`config.mk`:
```
export PLATFORM = sky130hd
export DESIGN_NAME = adc_output_format
export DESIGN_NICKNAME = d
export VERILOG_FILES = /design/src/verilog/adc_fmt_pkg.sv /design/src/verilog/adc_output_format.sv
export SDC_FILE = /design/constraint.sdc
export NUM_CORES = 1
export LEC_CHECK = 0
export BUFFER_PORTS_ARGS = -buffer_cell sky130_fd_sc_hd__buf_4
export CAP_MARGIN = 20
export CORE_MARGIN = 1.5
export CORE_UTILIZATION = 60
export CTS_CLUSTER_DIAMETER = 120
export CTS_CLUSTER_SIZE = 12
export DETAILED_ROUTE_END_ITERATION = 8
export PLACE_DENSITY = 0.82
export SYNTH_ARGS = -nofsm -noshare
export SYNTH_HDL_FRONTEND = slang
export SYNTH_SLANG_ARGS = --single-unit
```
`constraint.sdc`:
```
create_clock -name clk -period 3.62 [get_ports clk]
set_input_delay 0.543 -clock clk [delete_from_list [all_inputs] [get_ports clk]]
set_output_delay 0.543 -clock clk [all_outputs]
set_load 0.02 [all_outputs]
```
`src/verilog/adc_fmt_pkg.sv`:
```
// Constants shared by the converter output stage.
// Assumes a single 100 MHz system clock and a sample-rate enable pulse.
package adc_fmt_pkg;
    // ==========================================================
    // Widths and field positions
    localparam int RES_W = 10;
    localparam int MSB_POS = 9;
    localparam int PIPE_DEPTH = 3;
    localparam logic [RES_W-1:0] TEST_PATTERN = 10'h2aa;
    localparam logic [RES_W-1:0] MSB_MASK = 10'h200;
    localparam logic [RES_W-1:0] LOW_MASK = 10'h1ff;
    localparam logic [RES_W-1:0] ZERO_CODE = 10'h000;
    // ==========================================================
    // Timing
    localparam int CLK_PERIOD_NS = 10;
    localparam int STOP_DETECT_NS = 200;
    localparam int STOP_DETECT_CYC = (STOP_DETECT_NS + CLK_PERIOD_NS - 1) / CLK_PERIOD_NS;
    localparam logic [4:0] STOP_LAST = 5'(STOP_DETECT_CYC - 1);
    localparam logic [2:0] SETTLE_SAMPLES = 3'h4;
    localparam logic [2:0] SETTLE_LAST = 3'h3;
    // ==========================================================
    // Power state
    typedef enum logic [1:0] {
        PWR_RUN = 2'b00,
        PWR_SLEEP = 2'b01,
        PWR_WAKE = 2'b10
    } pwr_state_t;
endpackage

```
`src/verilog/adc_output_format.sv`:
```
// Output formatting, range flags, float control and standby for a
// pipelined 10-bit converter core. Assumes the core presents one raw
// straight-binary code plus below/above-range decisions per sample_en.
//
// Overview of operation
// - Invert pins choose straight binary, twos complement or ones complement coding.
// - Pattern-select low replaces result with 1010101010, then inverts per pins.
// - Range flags follow input level only, never invert or pattern settings.
// - Standby high with sample clock stopped puts the block asleep.
// - After wake, accuracy is flagged only after four clocked samples.
// - Float input high releases all data outputs and both flags.
// - Under-range flag low for samples within range.
// - Under-range flag high, pipeline aligned, when input below range.
// - Over-range flag low for samples within range.
// - Over-range flag high, pipeline aligned, when input above range.
module adc_output_format (
    // Clock and reset
    input wire logic clk,
    input wire logic sys_rst,
    // Converter core
    input wire logic sample_en,
    input wire logic [adc_fmt_pkg::RES_W-1:0] raw_code,
    input wire logic raw_below,
    input wire logic raw_above,
    // Control pins
    input wire logic msb_invert_pin,
    input wire logic low_bits_invert_pin,
    input wire logic pattern_sel_n,
    input wire logic float_pin,
    input wire logic sleep_request_pin,
    // Output pins
    output logic [adc_fmt_pkg::RES_W-1:0] result_bits,
    output logic result_oe,
    output logic over_range_flag,
    output logic under_range_flag,
    output logic flags_oe,
    // Status
    output logic asleep,
    output logic accuracy_ok
);
    import adc_fmt_pkg::*;

    // ==========================================================
    // Pipeline
    logic [RES_W-1:0] code_r [PIPE_DEPTH];
    logic [RES_W-1:0] code_nxt [PIPE_DEPTH];
    logic [PIPE_DEPTH-1:0] below_r, below_nxt, above_r, above_nxt;
    logic [RES_W-1:0] data_r, data_nxt;
    logic under_r, under_nxt, over_r, over_nxt;
    logic [RES_W-1:0] inv_mask, src_code;

    // Coding mask from the invert pins
    always_comb
    begin
        inv_mask = ZERO_CODE;
        if (msb_invert_pin)
            inv_mask = inv_mask | MSB_MASK;
        if (low_bits_invert_pin)
            inv_mask = inv_mask | LOW_MASK;
    end

    // Shift the pipeline and format the final stage
    always_comb
    begin
        code_nxt = code_r;
        below_nxt = below_r;
        above_nxt = above_r;
        data_nxt = data_r;
        under_nxt = under_r;
        over_nxt = over_r;
        src_code = pattern_sel_n ? code_r[PIPE_DEPTH-1] : TEST_PATTERN;
        if (sample_en)
        begin
            code_nxt[0] = raw_code;
            below_nxt[0] = raw_below;
            above_nxt[0] = raw_above;
            for (int i = 1; i < PIPE_DEPTH; i++)
            begin
                code_nxt[i] = code_r[i-1];
                below_nxt[i] = below_r[i-1];
                above_nxt[i] = above_r[i-1];
            end
            data_nxt = src_code ^ inv_mask;
            under_nxt = below_r[PIPE_DEPTH-1];
            over_nxt = above_r[PIPE_DEPTH-1];
        end
        if (sys_rst)
        begin
            for (int i = 0; i < PIPE_DEPTH; i++)
                code_nxt[i] = ZERO_CODE;
            below_nxt = '0;
            above_nxt = '0;
            data_nxt = ZERO_CODE;
            under_nxt = 1'b0;
            over_nxt = 1'b0;
        end
    end

    // Pipeline registers
    always_ff @(posedge clk)
    begin
        code_r <= code_nxt;
        below_r <= below_nxt;
        above_r <= above_nxt;
        data_r <= data_nxt;
        under_r <= under_nxt;
        over_r <= over_nxt;
    end

    assign result_bits = data_r;
    assign under_range_flag = under_r;
    assign over_range_flag = over_r;
    assign result_oe = ~float_pin;
    assign flags_oe = ~float_pin;

    // ==========================================================
    // Standby
    pwr_state_t state_r, state_nxt;
    logic [4:0] idle_r, idle_nxt;
    logic [2:0] settle_r, settle_nxt;

    // Stopped-clock detection and settling count
    always_comb
    begin
        state_nxt = state_r;
        idle_nxt = idle_r;
        settle_nxt = settle_r;
        case (state_r)
            PWR_RUN:
            begin
                if (sleep_request_pin && !sample_en)
                    idle_nxt = idle_r + 5'h1;
                else
                    idle_nxt = 5'h0;
                // sleep once the sample clock has stopped
                if (sleep_request_pin && !sample_en && idle_r == STOP_LAST)
                    state_nxt = PWR_SLEEP;
            end
            PWR_SLEEP:
            begin
                idle_nxt = 5'h0;
                settle_nxt = 3'h0;
                if (!sleep_request_pin && sample_en)
                    state_nxt = PWR_WAKE;
            end
            PWR_WAKE:
            begin
                if (sample_en)
                    settle_nxt = settle_r + 3'h1;
                if (sample_en && settle_r == SETTLE_LAST)
                    state_nxt = PWR_RUN;
            end
            default:
                state_nxt = PWR_RUN;
        endcase
        if (sys_rst)
        begin
            state_nxt = PWR_RUN;
            idle_nxt = 5'h0;
            settle_nxt = 3'h0;
        end
    end

    // Standby registers
    always_ff @(posedge clk)
    begin
        state_r <= state_nxt;
        idle_r <= idle_nxt;
        settle_r <= settle_nxt;
    end

    assign asleep = (state_r == PWR_SLEEP);
    assign accuracy_ok = (state_r == PWR_RUN);
endmodule
```
# Word level (Yosys, flattened, before mapping)
# Cells that the tools add are included.
# totals
regBits,58
in_bits,20
elab_cells,45
# classes
addsub,2
n_eq_ne,8
mux,11
bitwise_logic,2
n_reduce_logical,11
# ops
cell,count
two-way mux 10 bit,2
one-hot mux 5 bit (2 select lines),1
bitwise XOR 10 bit,1
two-way mux 9 bit,1
two-way mux 2 bit,3
one-hot mux 2 bit (3 select lines),1
one-hot mux 3 bit (2 select lines),1
adder 5 x 1 -> 5 bit (second input constant),1
== test 5 bit (second input constant),1
two-way mux 5 bit,1
logical AND 1 bit,4
inequality test 2 x 1 -> 1 bit (second input constant),2
inequality test 2 bit (second input constant),2
nonzero test 2 bit,2
adder 3 x 1 -> 3 bit (second input constant),1
== test 3 x 2 -> 1 bit (second input constant),1
two-way mux 3 bit,1
AND reduction 3 bit,1
== test 2 x 1 -> 1 bit (second input constant),1
== test 2 bit (second input constant),1
zero test 1 bit,2
zero test 2 bit,1
AND reduction 2 bit,1
NOT 1 bit,1

# Longest topological paths before layout
# Gate-level depths: netlist of the first run.
# depth
word_depth,5
mapped_depth,5
depth_no_buf,5

# Worst setup path before layout of the first run
# No wires, ideal clock.
# synth_timing
path_type,input -> register
from,input port sample_en
to,register idle_r[4]
setup_time_ns,0.068
t_arrival_ns,1.562
slack_ns,1.991
path_stages,3
path_cell_list,or4b_4 or3_1 a21oi_2
# synth_between
elab_chain_len,4
# synth_lines
item,line,rtl
"start, declared",adc_output_format.sv:21,"input wire logic sample_en,"
zero test 1 bit,adc_output_format.sv:131,if (sleep_request_pin && !sample_en)
logical AND 1 bit,adc_output_format.sv:131,
two-way mux 5 bit,adc_output_format.sv:131,
one-hot mux 5 bit (2 select lines),adc_output_format.sv:128,case (state_r)
"end signal, assigned",adc_output_format.sv:168,idle_r <= idle_nxt;
"end, declared",adc_output_format.sv:119,"logic [4:0] idle_r, idle_nxt;"
# No other way between the ends.
# A chain may end at the register's enable or synchronous reset.

# Worst setup path after layout of the first run
# layout_timing
from,register state_r[1]
to,output port asleep
# layout_between
elab_chain_len,1
# layout_lines
item,line,rtl
"start, declared",adc_output_format.sv:118,"pwr_state_t state_r, state_nxt;"
"start signal, assigned",adc_output_format.sv:167,state_r <= state_nxt;
== test 2 x 1 -> 1 bit,adc_output_format.sv:172,assign asleep = (state_r == PWR_SLEEP);
"end, declared",adc_output_format.sv:38,"output logic asleep,"
# No other way between the ends.

==> results.py, run 1 <==
metrics = {
    "detailed_routing": {
        "vias": 1649,
        "routed.top_layer": "met4",
        "avgViaCountPerCell": 5.14,
        "avgRoutedWirePerCell_um": 11.9,
        "wl_met3_um": 202,
        "first_pass_iters": 4,
        "drtIter0Drc": 91,
        "wl_met2_mm": 1.84,
        "drc": 0,
        "wl_mm": 3.82,
        "antenna_left": 0,
        "wl_met1_mm": 1.71,
    },
    "finish": {
        "fin_nets": 295,
        "area_growth_pct": 17.3,
        "fin_util_pct": 74.1,
        "diodes": 0,
        "final_cells": 321,
        "drive_gt1_share_pct": 18.7,
    },
    "timing": {
        "setup_violations": 0,
        "setup_ws_ns": 1.71,
        "fin_crit_sh_pct": 52.6,
        "fmaxAchievable_mhz": 525,
        "report.final.slew_viol_count": 0,
        "timing.slew.headroom_pct": 44.2,
        "fin_skew_ns": 0.00468,
        "tightest_slew_ns": 0.838,
        "finalHoldViolations": 0,
        "rsz0062_at_grt": "no",
        "setup_tns_ns": 0,
        "fin_crit_ns": 1.91,
    },
    "yosys": {
        "yosysMostFrequentCell": "dfxtp_1",
        "yosysTopAreaCell": "dfxtp_1",
        "synth_common_cells": "dfxtp_1, nor2_1, mux2i_1",
        "yosys_warnings": 0,
        "syn_inst": 243,
        "yosysUniqueCellTypes": 30,
        "seq_area_frac_synth_pct": 49.5,
        "synth_area_leaders": "dfxtp_1, mux2i_1, nor2_1",
        "syn-cell-area_um2": 2350,
        "synth-seq-cells": 58,
        "synth_top_area_share_pct": 49.5,
        "synth-main-ff-cell": "dfxtp_1",
        "synth_edf_count": 0,
        "synth_nets": 266,
        "async_flop_share_pct": 0,
        "avgSynthCellArea_um2": 9.66,
    },
    "critical_path": {
        "worst-setup-path-type": "flip-flop to primary output",
        "cp_slowest_cell": "dfxtp_1",
        "path_cells": "or2b_1, inv_1, buf_4",
        "startpoint_type": "flip-flop",
        "arrival_ns": 1.36,
        "crit_fanout": 15,
        "max_stage_delay_ns": 0.63,
        "crit_buf_inv": 2,
        "end_kind": "primary output",
        "required_ns": 3.08,
        "critical_path.top_delay_family": "flip-flops",
    },
    "grt": {
        "grt_max_degree": 60,
        "grt_pass1_vias": 1545,
        "grt_pass1_wl_mm": 6.65,
        "overflow": 0,
        "grt.total_usage_pct": 21.1,
        "antenna_found_initial": 0,
    },
    "cts": {
        "cts_buffers": 9,
        "clk-insertion-delay-late_ns": 0.33,
        "cts.sinks": 58,
        "ctsResizeCount": 0,
        "clk_pin_slew_worst_paths_ns": 0.06,
        "postCtsSetupBuffers": 0,
        "clockBufferDepth": 2,
        "cts_tree": "built",
        "cts-root-buf": "clkbuf_8",
        "ctsHoldBuffers": 0,
        "ctsHtreeMaxLevel": 3,
    },
    "pwr": {
        "cellPowerDensity_nw_per_um2": 473,
        "power_mw": 1.30,
        "max-vdd-ir-drop_v": 0.000337,
        "p_leak_nw": 1.22,
    },
    "placed_design": {
        "dpl.cell_count": 309,
        "gp_congestion": 0.743,
        "post-place-ws_ns": 1.46,
        "place_hpwl_mm": 2.35,
        "numPortBuffers": 35,
    },
    "die": {
        "design.die.area_um2": 4300,
        "die_h_um": 65.5,
        "rows": 22,
        "core_area_um2": 3720,
        "io_pins": 36,
        "die_width_um": 65.5,
        "initial_core_util_pct": 63.2,
    },
    "hold_path": {
        "hp-class": "primary input to flip-flop",
    },
    "outcome": {
        "status": "complete, no violations",
    },
    "run": {
        "cap_violations": 0,
    },
}
-- path summary, 6_finish.rpt --
path / from / end / slack, ns / depth (start not counted)
hold / removal: raw_code[8] / code_r[28] / 0.45 / 3
hold reg to reg: result_bits[8] / result_bits[8] / 0.49 / 2
setup / recovery: state_r[1] / asleep / 1.71 / 3
setup reg to reg: state_r[1] / idle_r[4] / 2.02 / 3
-- placed cells by master, fill, tap and decap left out, types with 3 or more instances in the layout --
master     n
xor2_1     5
mux2i_1   43
clkbuf_8  12
xnor2_1    5
nor2_1    57
ha_1       3
nand2b_1   3
nor2b_1    5
dfxtp_1   58
a21oi_1    6
buf_4     35
a22oi_1    4
inv_1      6
a211oi_1   6
nand2_1    8
nand3_1    3
-- registers in the layout, summed over array words and instances, names as in the netlist --
register	cells
above_r	3
idle_r	5
result_bits	10
code_r	30
state_r	2
over_range_flag	1
settle_r	3
below_r	3
under_range_flag	1
-- worst reg2reg max path, stage by stage (launching register included) --
cell and delay, ns:
dfxtp_1 0.46, or4b_4 0.57, or3_1 0.38, a21oi_2 0.14
-- logic make-up (layout without fill, tap and decap cells) --
kind of cell	after synthesis	after routing	synth area share, %
compound gates	24	24	6.88
xor+xnor	10	10	3.73
fa+ha+maj	3	3	1.60
buf+inv	23	53	4.42
flops	58	58	49.5
mux	43	43	18.3
simple gates	82	82	15.6
-- routing by layer --
layer,GRT usage [%],vias to the layer above
met1,22.1,746
met4,10.7,0
li1,-,869
met5,0,-
met3,10.3,6
met2,35.2,28
-- stage by stage --
| step | hold slack, ns | area (µm²) |
|---|---|---|
| floorplan | 0.460 | 2350 |
| global placement | 0.471 | 2590 |
| detailed placement | 0.480 | 2590 |
| CTS | 0.433 | 2750 |
| global route | 0.443 | 2750 |
| finish | 0.448 | 2750 |
-- report_power, final --
| part | internal [mW] | switching, mW | leakage [nW] |
|---|---|---|---|
| Sequential | 0.663 | 0.0127 | 0.473 |
| Combinational | 0.0603 | 0.0649 | 0.656 |
| Clock | 0.288 | 0.214 | 0.0863 |
-- layout make-up --
cell class | count | area, µm²
Inverter | 6 | 22.5
Multi-Input combinational cell | 162 | 1080
Clock buffer | 12 | 165
Sequential cell | 58 | 1160
Fill cell | 294 | 962
Tap cell | 48 | 60.1
Timing Repair Buffer | 35 | 263
Power figures use the tool's default switching activity.
==> inputs of run 2 (changes only) <==
Settings changed: CORE_UTILIZATION 60 to 55, PLACE_DENSITY 0.82 to 0.76.
Clock period 3.62 ns to 2 ns, I/O delays scaled along.
==> results.py, run 2 (same netlist as run 1, synthesis figures left out) <==
metrics = {
    "outcome": {
        "status": "complete, no violations",
    },
    "critical_path": {
        "r2r_slack_ns": 0.40,
        "crit_fanout": 15,
        "end_kind": "primary output",
        "worst-setup-path-type": "flip-flop to primary output",
        "rr_startpoint": "state_r[1]",
        "reg2reg_to": "idle_r[3]",
        "arrival_ns": 1.37,
        "required_ns": 1.70,
        "startpoint_type": "flip-flop",
        "r2r_cells": 3,
    },
    "cts": {
        "ctsHtreeMaxLevel": 3,
        "clk_pin_slew_worst_paths_ns": 0.07,
        "cts_tree": "built",
        "ctsResizeCount": 0,
        "cts-root-buf": "clkbuf_8",
        "cts_buffers": 9,
        "postCtsSetupBuffers": 0,
        "cts.sinks": 58,
        "clockBufferDepth": 2,
        "clk-insertion-delay-late_ns": 0.33,
        "ctsHoldBuffers": 0,
    },
    "timing": {
        "fin_crit_sh_pct": 83.5,
        "setup_ws_ns": 0.331,
        "fin_skew_ns": 0.00680,
        "finalHoldViolations": 0,
        "setup_tns_ns": 0,
        "fmaxAchievable_mhz": 599,
        "timing.slew.headroom_pct": 61.4,
        "rsz0062_at_grt": "no",
        "tightest_slew_ns": 0.579,
        "fin_crit_ns": 1.67,
        "setup_violations": 0,
        "report.final.slew_viol_count": 0,
    },
    "grt": {
        "grt.total_usage_pct": 18.8,
        "grt_pass1_wl_mm": 6.26,
        "use_met3_pct": 9.38,
        "met1_usage_pct": 20.6,
        "grt_max_degree": 59,
        "overflow": 0,
        "grt_pass1_vias": 1476,
        "grt_busiest_layer": "met2",
        "antenna_found_initial": 0,
        "grtUsageMet2_pct": 30.5,
    },
    "detailed_routing": {
        "avgViaCountPerCell": 5.16,
        "drc": 0,
        "antenna_left": 0,
        "first_pass_iters": 4,
        "drtIter0Drc": 81,
        "wl_mm": 3.94,
        "vias": 1692,
        "avgRoutedWirePerCell_um": 12.0,
    },
    "finish": {
        "multiInputGateArea_um2": 1080,
        "regArea_um2": 1160,
        "mostFrequentLayoutCells": "dfxtp_1, nor2_1, mux2i_1",
        "fin_nets": 296,
        "largest_reg_flops": 30,
        "drive_gt1_share_pct": 19.8,
        "diodes": 0,
        "final_area_um2": 2840,
        "area_growth_pct": 21.0,
        "regMostFlops": "code_r",
        "nFillCells": 334,
        "final_common_cell": "dfxtp_1",
    },
    "pwr": {
        "p_leak_nw": 1.25,
        "power_mw": 2.66,
        "max-vdd-ir-drop_v": 0.000757,
        "cellPowerDensity_nw_per_um2": 938,
    },
    "placed_design": {
        "placed_area_um2": 2610,
        "post-place-ws_ns": 0.363,
        "gp_congestion": 0.701,
        "numPortBuffers": 35,
        "place_hpwl_mm": 2.49,
    },
    "die": {
        "initial_core_util_pct": 57.8,
        "core_area_um2": 4060,
        "die_h_um": 68.3,
        "io_pins": 36,
        "die_width_um": 68.3,
        "design.die.area_um2": 4670,
        "rows": 23,
    },
    "hold_path": {
        "min_from": "raw_code[4]",
        "hold_path_depth": 3,
        "hp-class": "primary input to flip-flop",
        "hold_end": "code_r[24]",
    },
    "run": {
        "cap_violations": 0,
    },
}
==> run 2: cell type report <==
class	count	area share [%]
clock buffers	12	5.46
clock inverters	4	2.60
inverters	6	0.793
multi-input cells	162	38.1
flip-flops and latches	58	40.9
well taps	50	2.20
repair buffers	36	9.96
==> run 2: per-layer routing <==
| metal | part of all wire (%) | vias to the layer above |
|---|---|---|
| li1 | - | 874 |
| met1 | 46 | 771 |
| met2 | 46 | 41 |
| met3 | 6.3 | 6 |
| met4 | 1.4 | 0 |
| met5 | 0 | - |
==> run 2: through the flow <==
step | hold slack (ns) | util (%) | std cells
3_3_place_gp | 0.471 | 64.4 | 312
2_1_floorplan | 0.447 | - | 243
3_5_place_dp | 0.482 | 64.4 | 312
6_report | 0.199 | 70.0 | 328
4_1_cts | 0.181 | 70.0 | 328
5_1_grt | 0.181 | 70.0 | 328
==> run 2: worst max path at each step <==
| stage | start | end | slack, ns | cells after the start |
|---|---|---|---|---|
| 2_1_floorplan | state_r[0] | idle_r[4] | 0.52 | 4 |
| 3_3_place_gp | sample_en | idle_r[3] | 0.38 | 4 |
| 3_5_place_dp | sample_en | idle_r[3] | 0.36 | 4 |
| 4_1_cts | state_r[1] | asleep | 0.32 | 3 |
| 5_1_grt | state_r[1] | asleep | 0.23 | 3 |
| 6_report | state_r[1] | asleep | 0.33 | 3 |
==> run 2: critical path: stages, from the launching register on <==
cell	delay (ns)
dfxtp_1	0.63
or2b_1	0.21
inv_1	0.05
buf_4	0.15
==> run 2: power breakdown <==
part / switching (mW) / internal [mW]
Sequential: 0.0239 / 1.20
Clock: 0.440 / 0.770
Combinational: 0.119 / 0.112
Total: 0.583 / 2.08
==> inputs of run 3 (changes only) <==
Clock period 2 ns to 1.6 ns, I/O delays scaled along.
==> results.py, run 3 (same netlist as run 1, synthesis figures left out) <==
metrics = {
    "placed_design": {
        "gp_congestion": 0.726,
        "placed_area_um2": 2630,
        "dpl.cell_count": 315,
        "place_hpwl_mm": 2.48,
        "post-place-ws_ns": 0.0856,
        "numPortBuffers": 35,
    },
    "finish": {
        "area_growth_pct": 19.5,
        "regMostFlops": "code_r",
        "fin_nets": 299,
        "final_common_cell": "dfxtp_1",
        "largest_reg_flops": 30,
        "diodes": 0,
        "drive_gt1_share_pct": 20.4,
        "final_cells": 330,
        "final_area_um2": 2800,
        "mostFrequentLayoutCells": "dfxtp_1, nor2_1, mux2i_1",
        "fin_util_pct": 69.1,
    },
    "outcome": {
        "status": "complete, no violations",
    },
    "die": {
        "initial_core_util_pct": 57.8,
        "io_pins": 36,
        "rows": 23,
        "die_h_um": 68.3,
        "die_width_um": 68.3,
        "design.die.area_um2": 4670,
        "core_area_um2": 4060,
    },
    "grt": {
        "grt.total_usage_pct": 19.2,
        "grt_max_degree": 59,
        "antenna_found_initial": 0,
        "overflow": 0,
        "grt_pass1_wl_mm": 6.46,
        "grt_pass1_vias": 1514,
    },
    "run": {
        "cap_violations": 0,
    },
    "timing": {
        "holdWs_ns": 0.140,
        "fmaxAchievable_mhz": 657,
        "setup_tns_ns": 0,
        "timing.slew.headroom_pct": 60.3,
        "setup_ws_ns": 0.0783,
        "rsz0062_at_grt": "no",
        "report.final.slew_viol_count": 0,
        "tightest_slew_ns": 0.596,
        "setup_violations": 0,
        "fin_crit_ns": 1.52,
        "fin_skew_ns": 0.00359,
        "finalHoldViolations": 0,
        "fin_crit_sh_pct": 95.1,
    },
    "critical_path": {
        "startpoint_type": "flip-flop",
        "worst-setup-path-type": "flip-flop to primary output",
        "end_kind": "primary output",
        "crit_fanout": 14,
        "arrival_ns": 1.28,
        "required_ns": 1.36,
    },
    "cts": {
        "clockBufferDepth": 2,
        "ctsHtreeMaxLevel": 3,
        "cts.sinks": 58,
        "postCtsSetupBuffers": 0,
        "cts_buffers": 9,
        "clk-insertion-delay-late_ns": 0.33,
        "ctsHoldBuffers": 0,
        "cts-root-buf": "clkbuf_8",
        "clk_pin_slew_worst_paths_ns": 0.06,
        "cts_tree": "built",
        "ctsResizeCount": 0,
    },
    "pwr": {
        "p_leak_nw": 1.25,
        "power_mw": 2.97,
        "cellPowerDensity_nw_per_um2": 1060,
        "max-vdd-ir-drop_v": 0.000810,
    },
    "detailed_routing": {
        "drtIter0Drc": 78,
        "avgViaCountPerCell": 5.12,
        "wl_mm": 3.90,
        "drc": 0,
        "first_pass_iters": 4,
        "antenna_left": 0,
        "vias": 1689,
        "avgRoutedWirePerCell_um": 11.8,
    },
    "hold_path": {
        "hp-class": "primary input to flip-flop",
    },
}
[run 3: cell count changes in the layout (fill, tap and decap cells not counted), sizes merged]
cell | before | now
buf | 36 | 39
bufinv | 2 | 0
clkinv | 2 | 3
[run 3: critical path, cell delays in order (launching register included)]
cell and delay (ns):
dfxtp_1 0.31, buf_4 0.18, or2b_1 0.27, inv_1 0.06, buf_4 0.13
[run 3: final cells by class]
cell class | count | area [µm²]
Tap cell | 50 | 62.6
Timing Repair Buffer | 39 | 305
Clock inverter | 3 | 15.0
Clock buffer | 12 | 155
Fill cell | 338 | 1250
Multi-Input combinational cell | 162 | 1080
Inverter | 6 | 22.5
Sequential cell | 58 | 1160
[run 3: report_power, final]
part | switching, mW | internal, mW | total, mW
combinational | 0.150 | 0.142 | 0.292
sequential | 0.0276 | 1.50 | 1.53
clock | 0.521 | 0.629 | 1.15
[run 3: path summary, 6_finish.rpt]
kind	startpoint	to	slack, ns	depth (start not counted)
worst min-delay path	raw_code[6]	code_r[26]	0.14	3
worst max-delay path	state_r[1]	asleep	0.08	4
worst max register to register	state_r[0]	idle_r[4]	0.19	3
worst min register to register	result_bits[4]	result_bits[4]	0.49	2
[run 3: metal layers]
layer / GRT usage, % / wire (µm) / vias to the layer above
met3: 9.38 / 201 / 9
met2: 30.5 / 1750 / 40
met5: 0 / 0 / -
li1: - / - / 885
met4: 9.75 / 84 / 0
met1: 21.4 / 1860 / 755
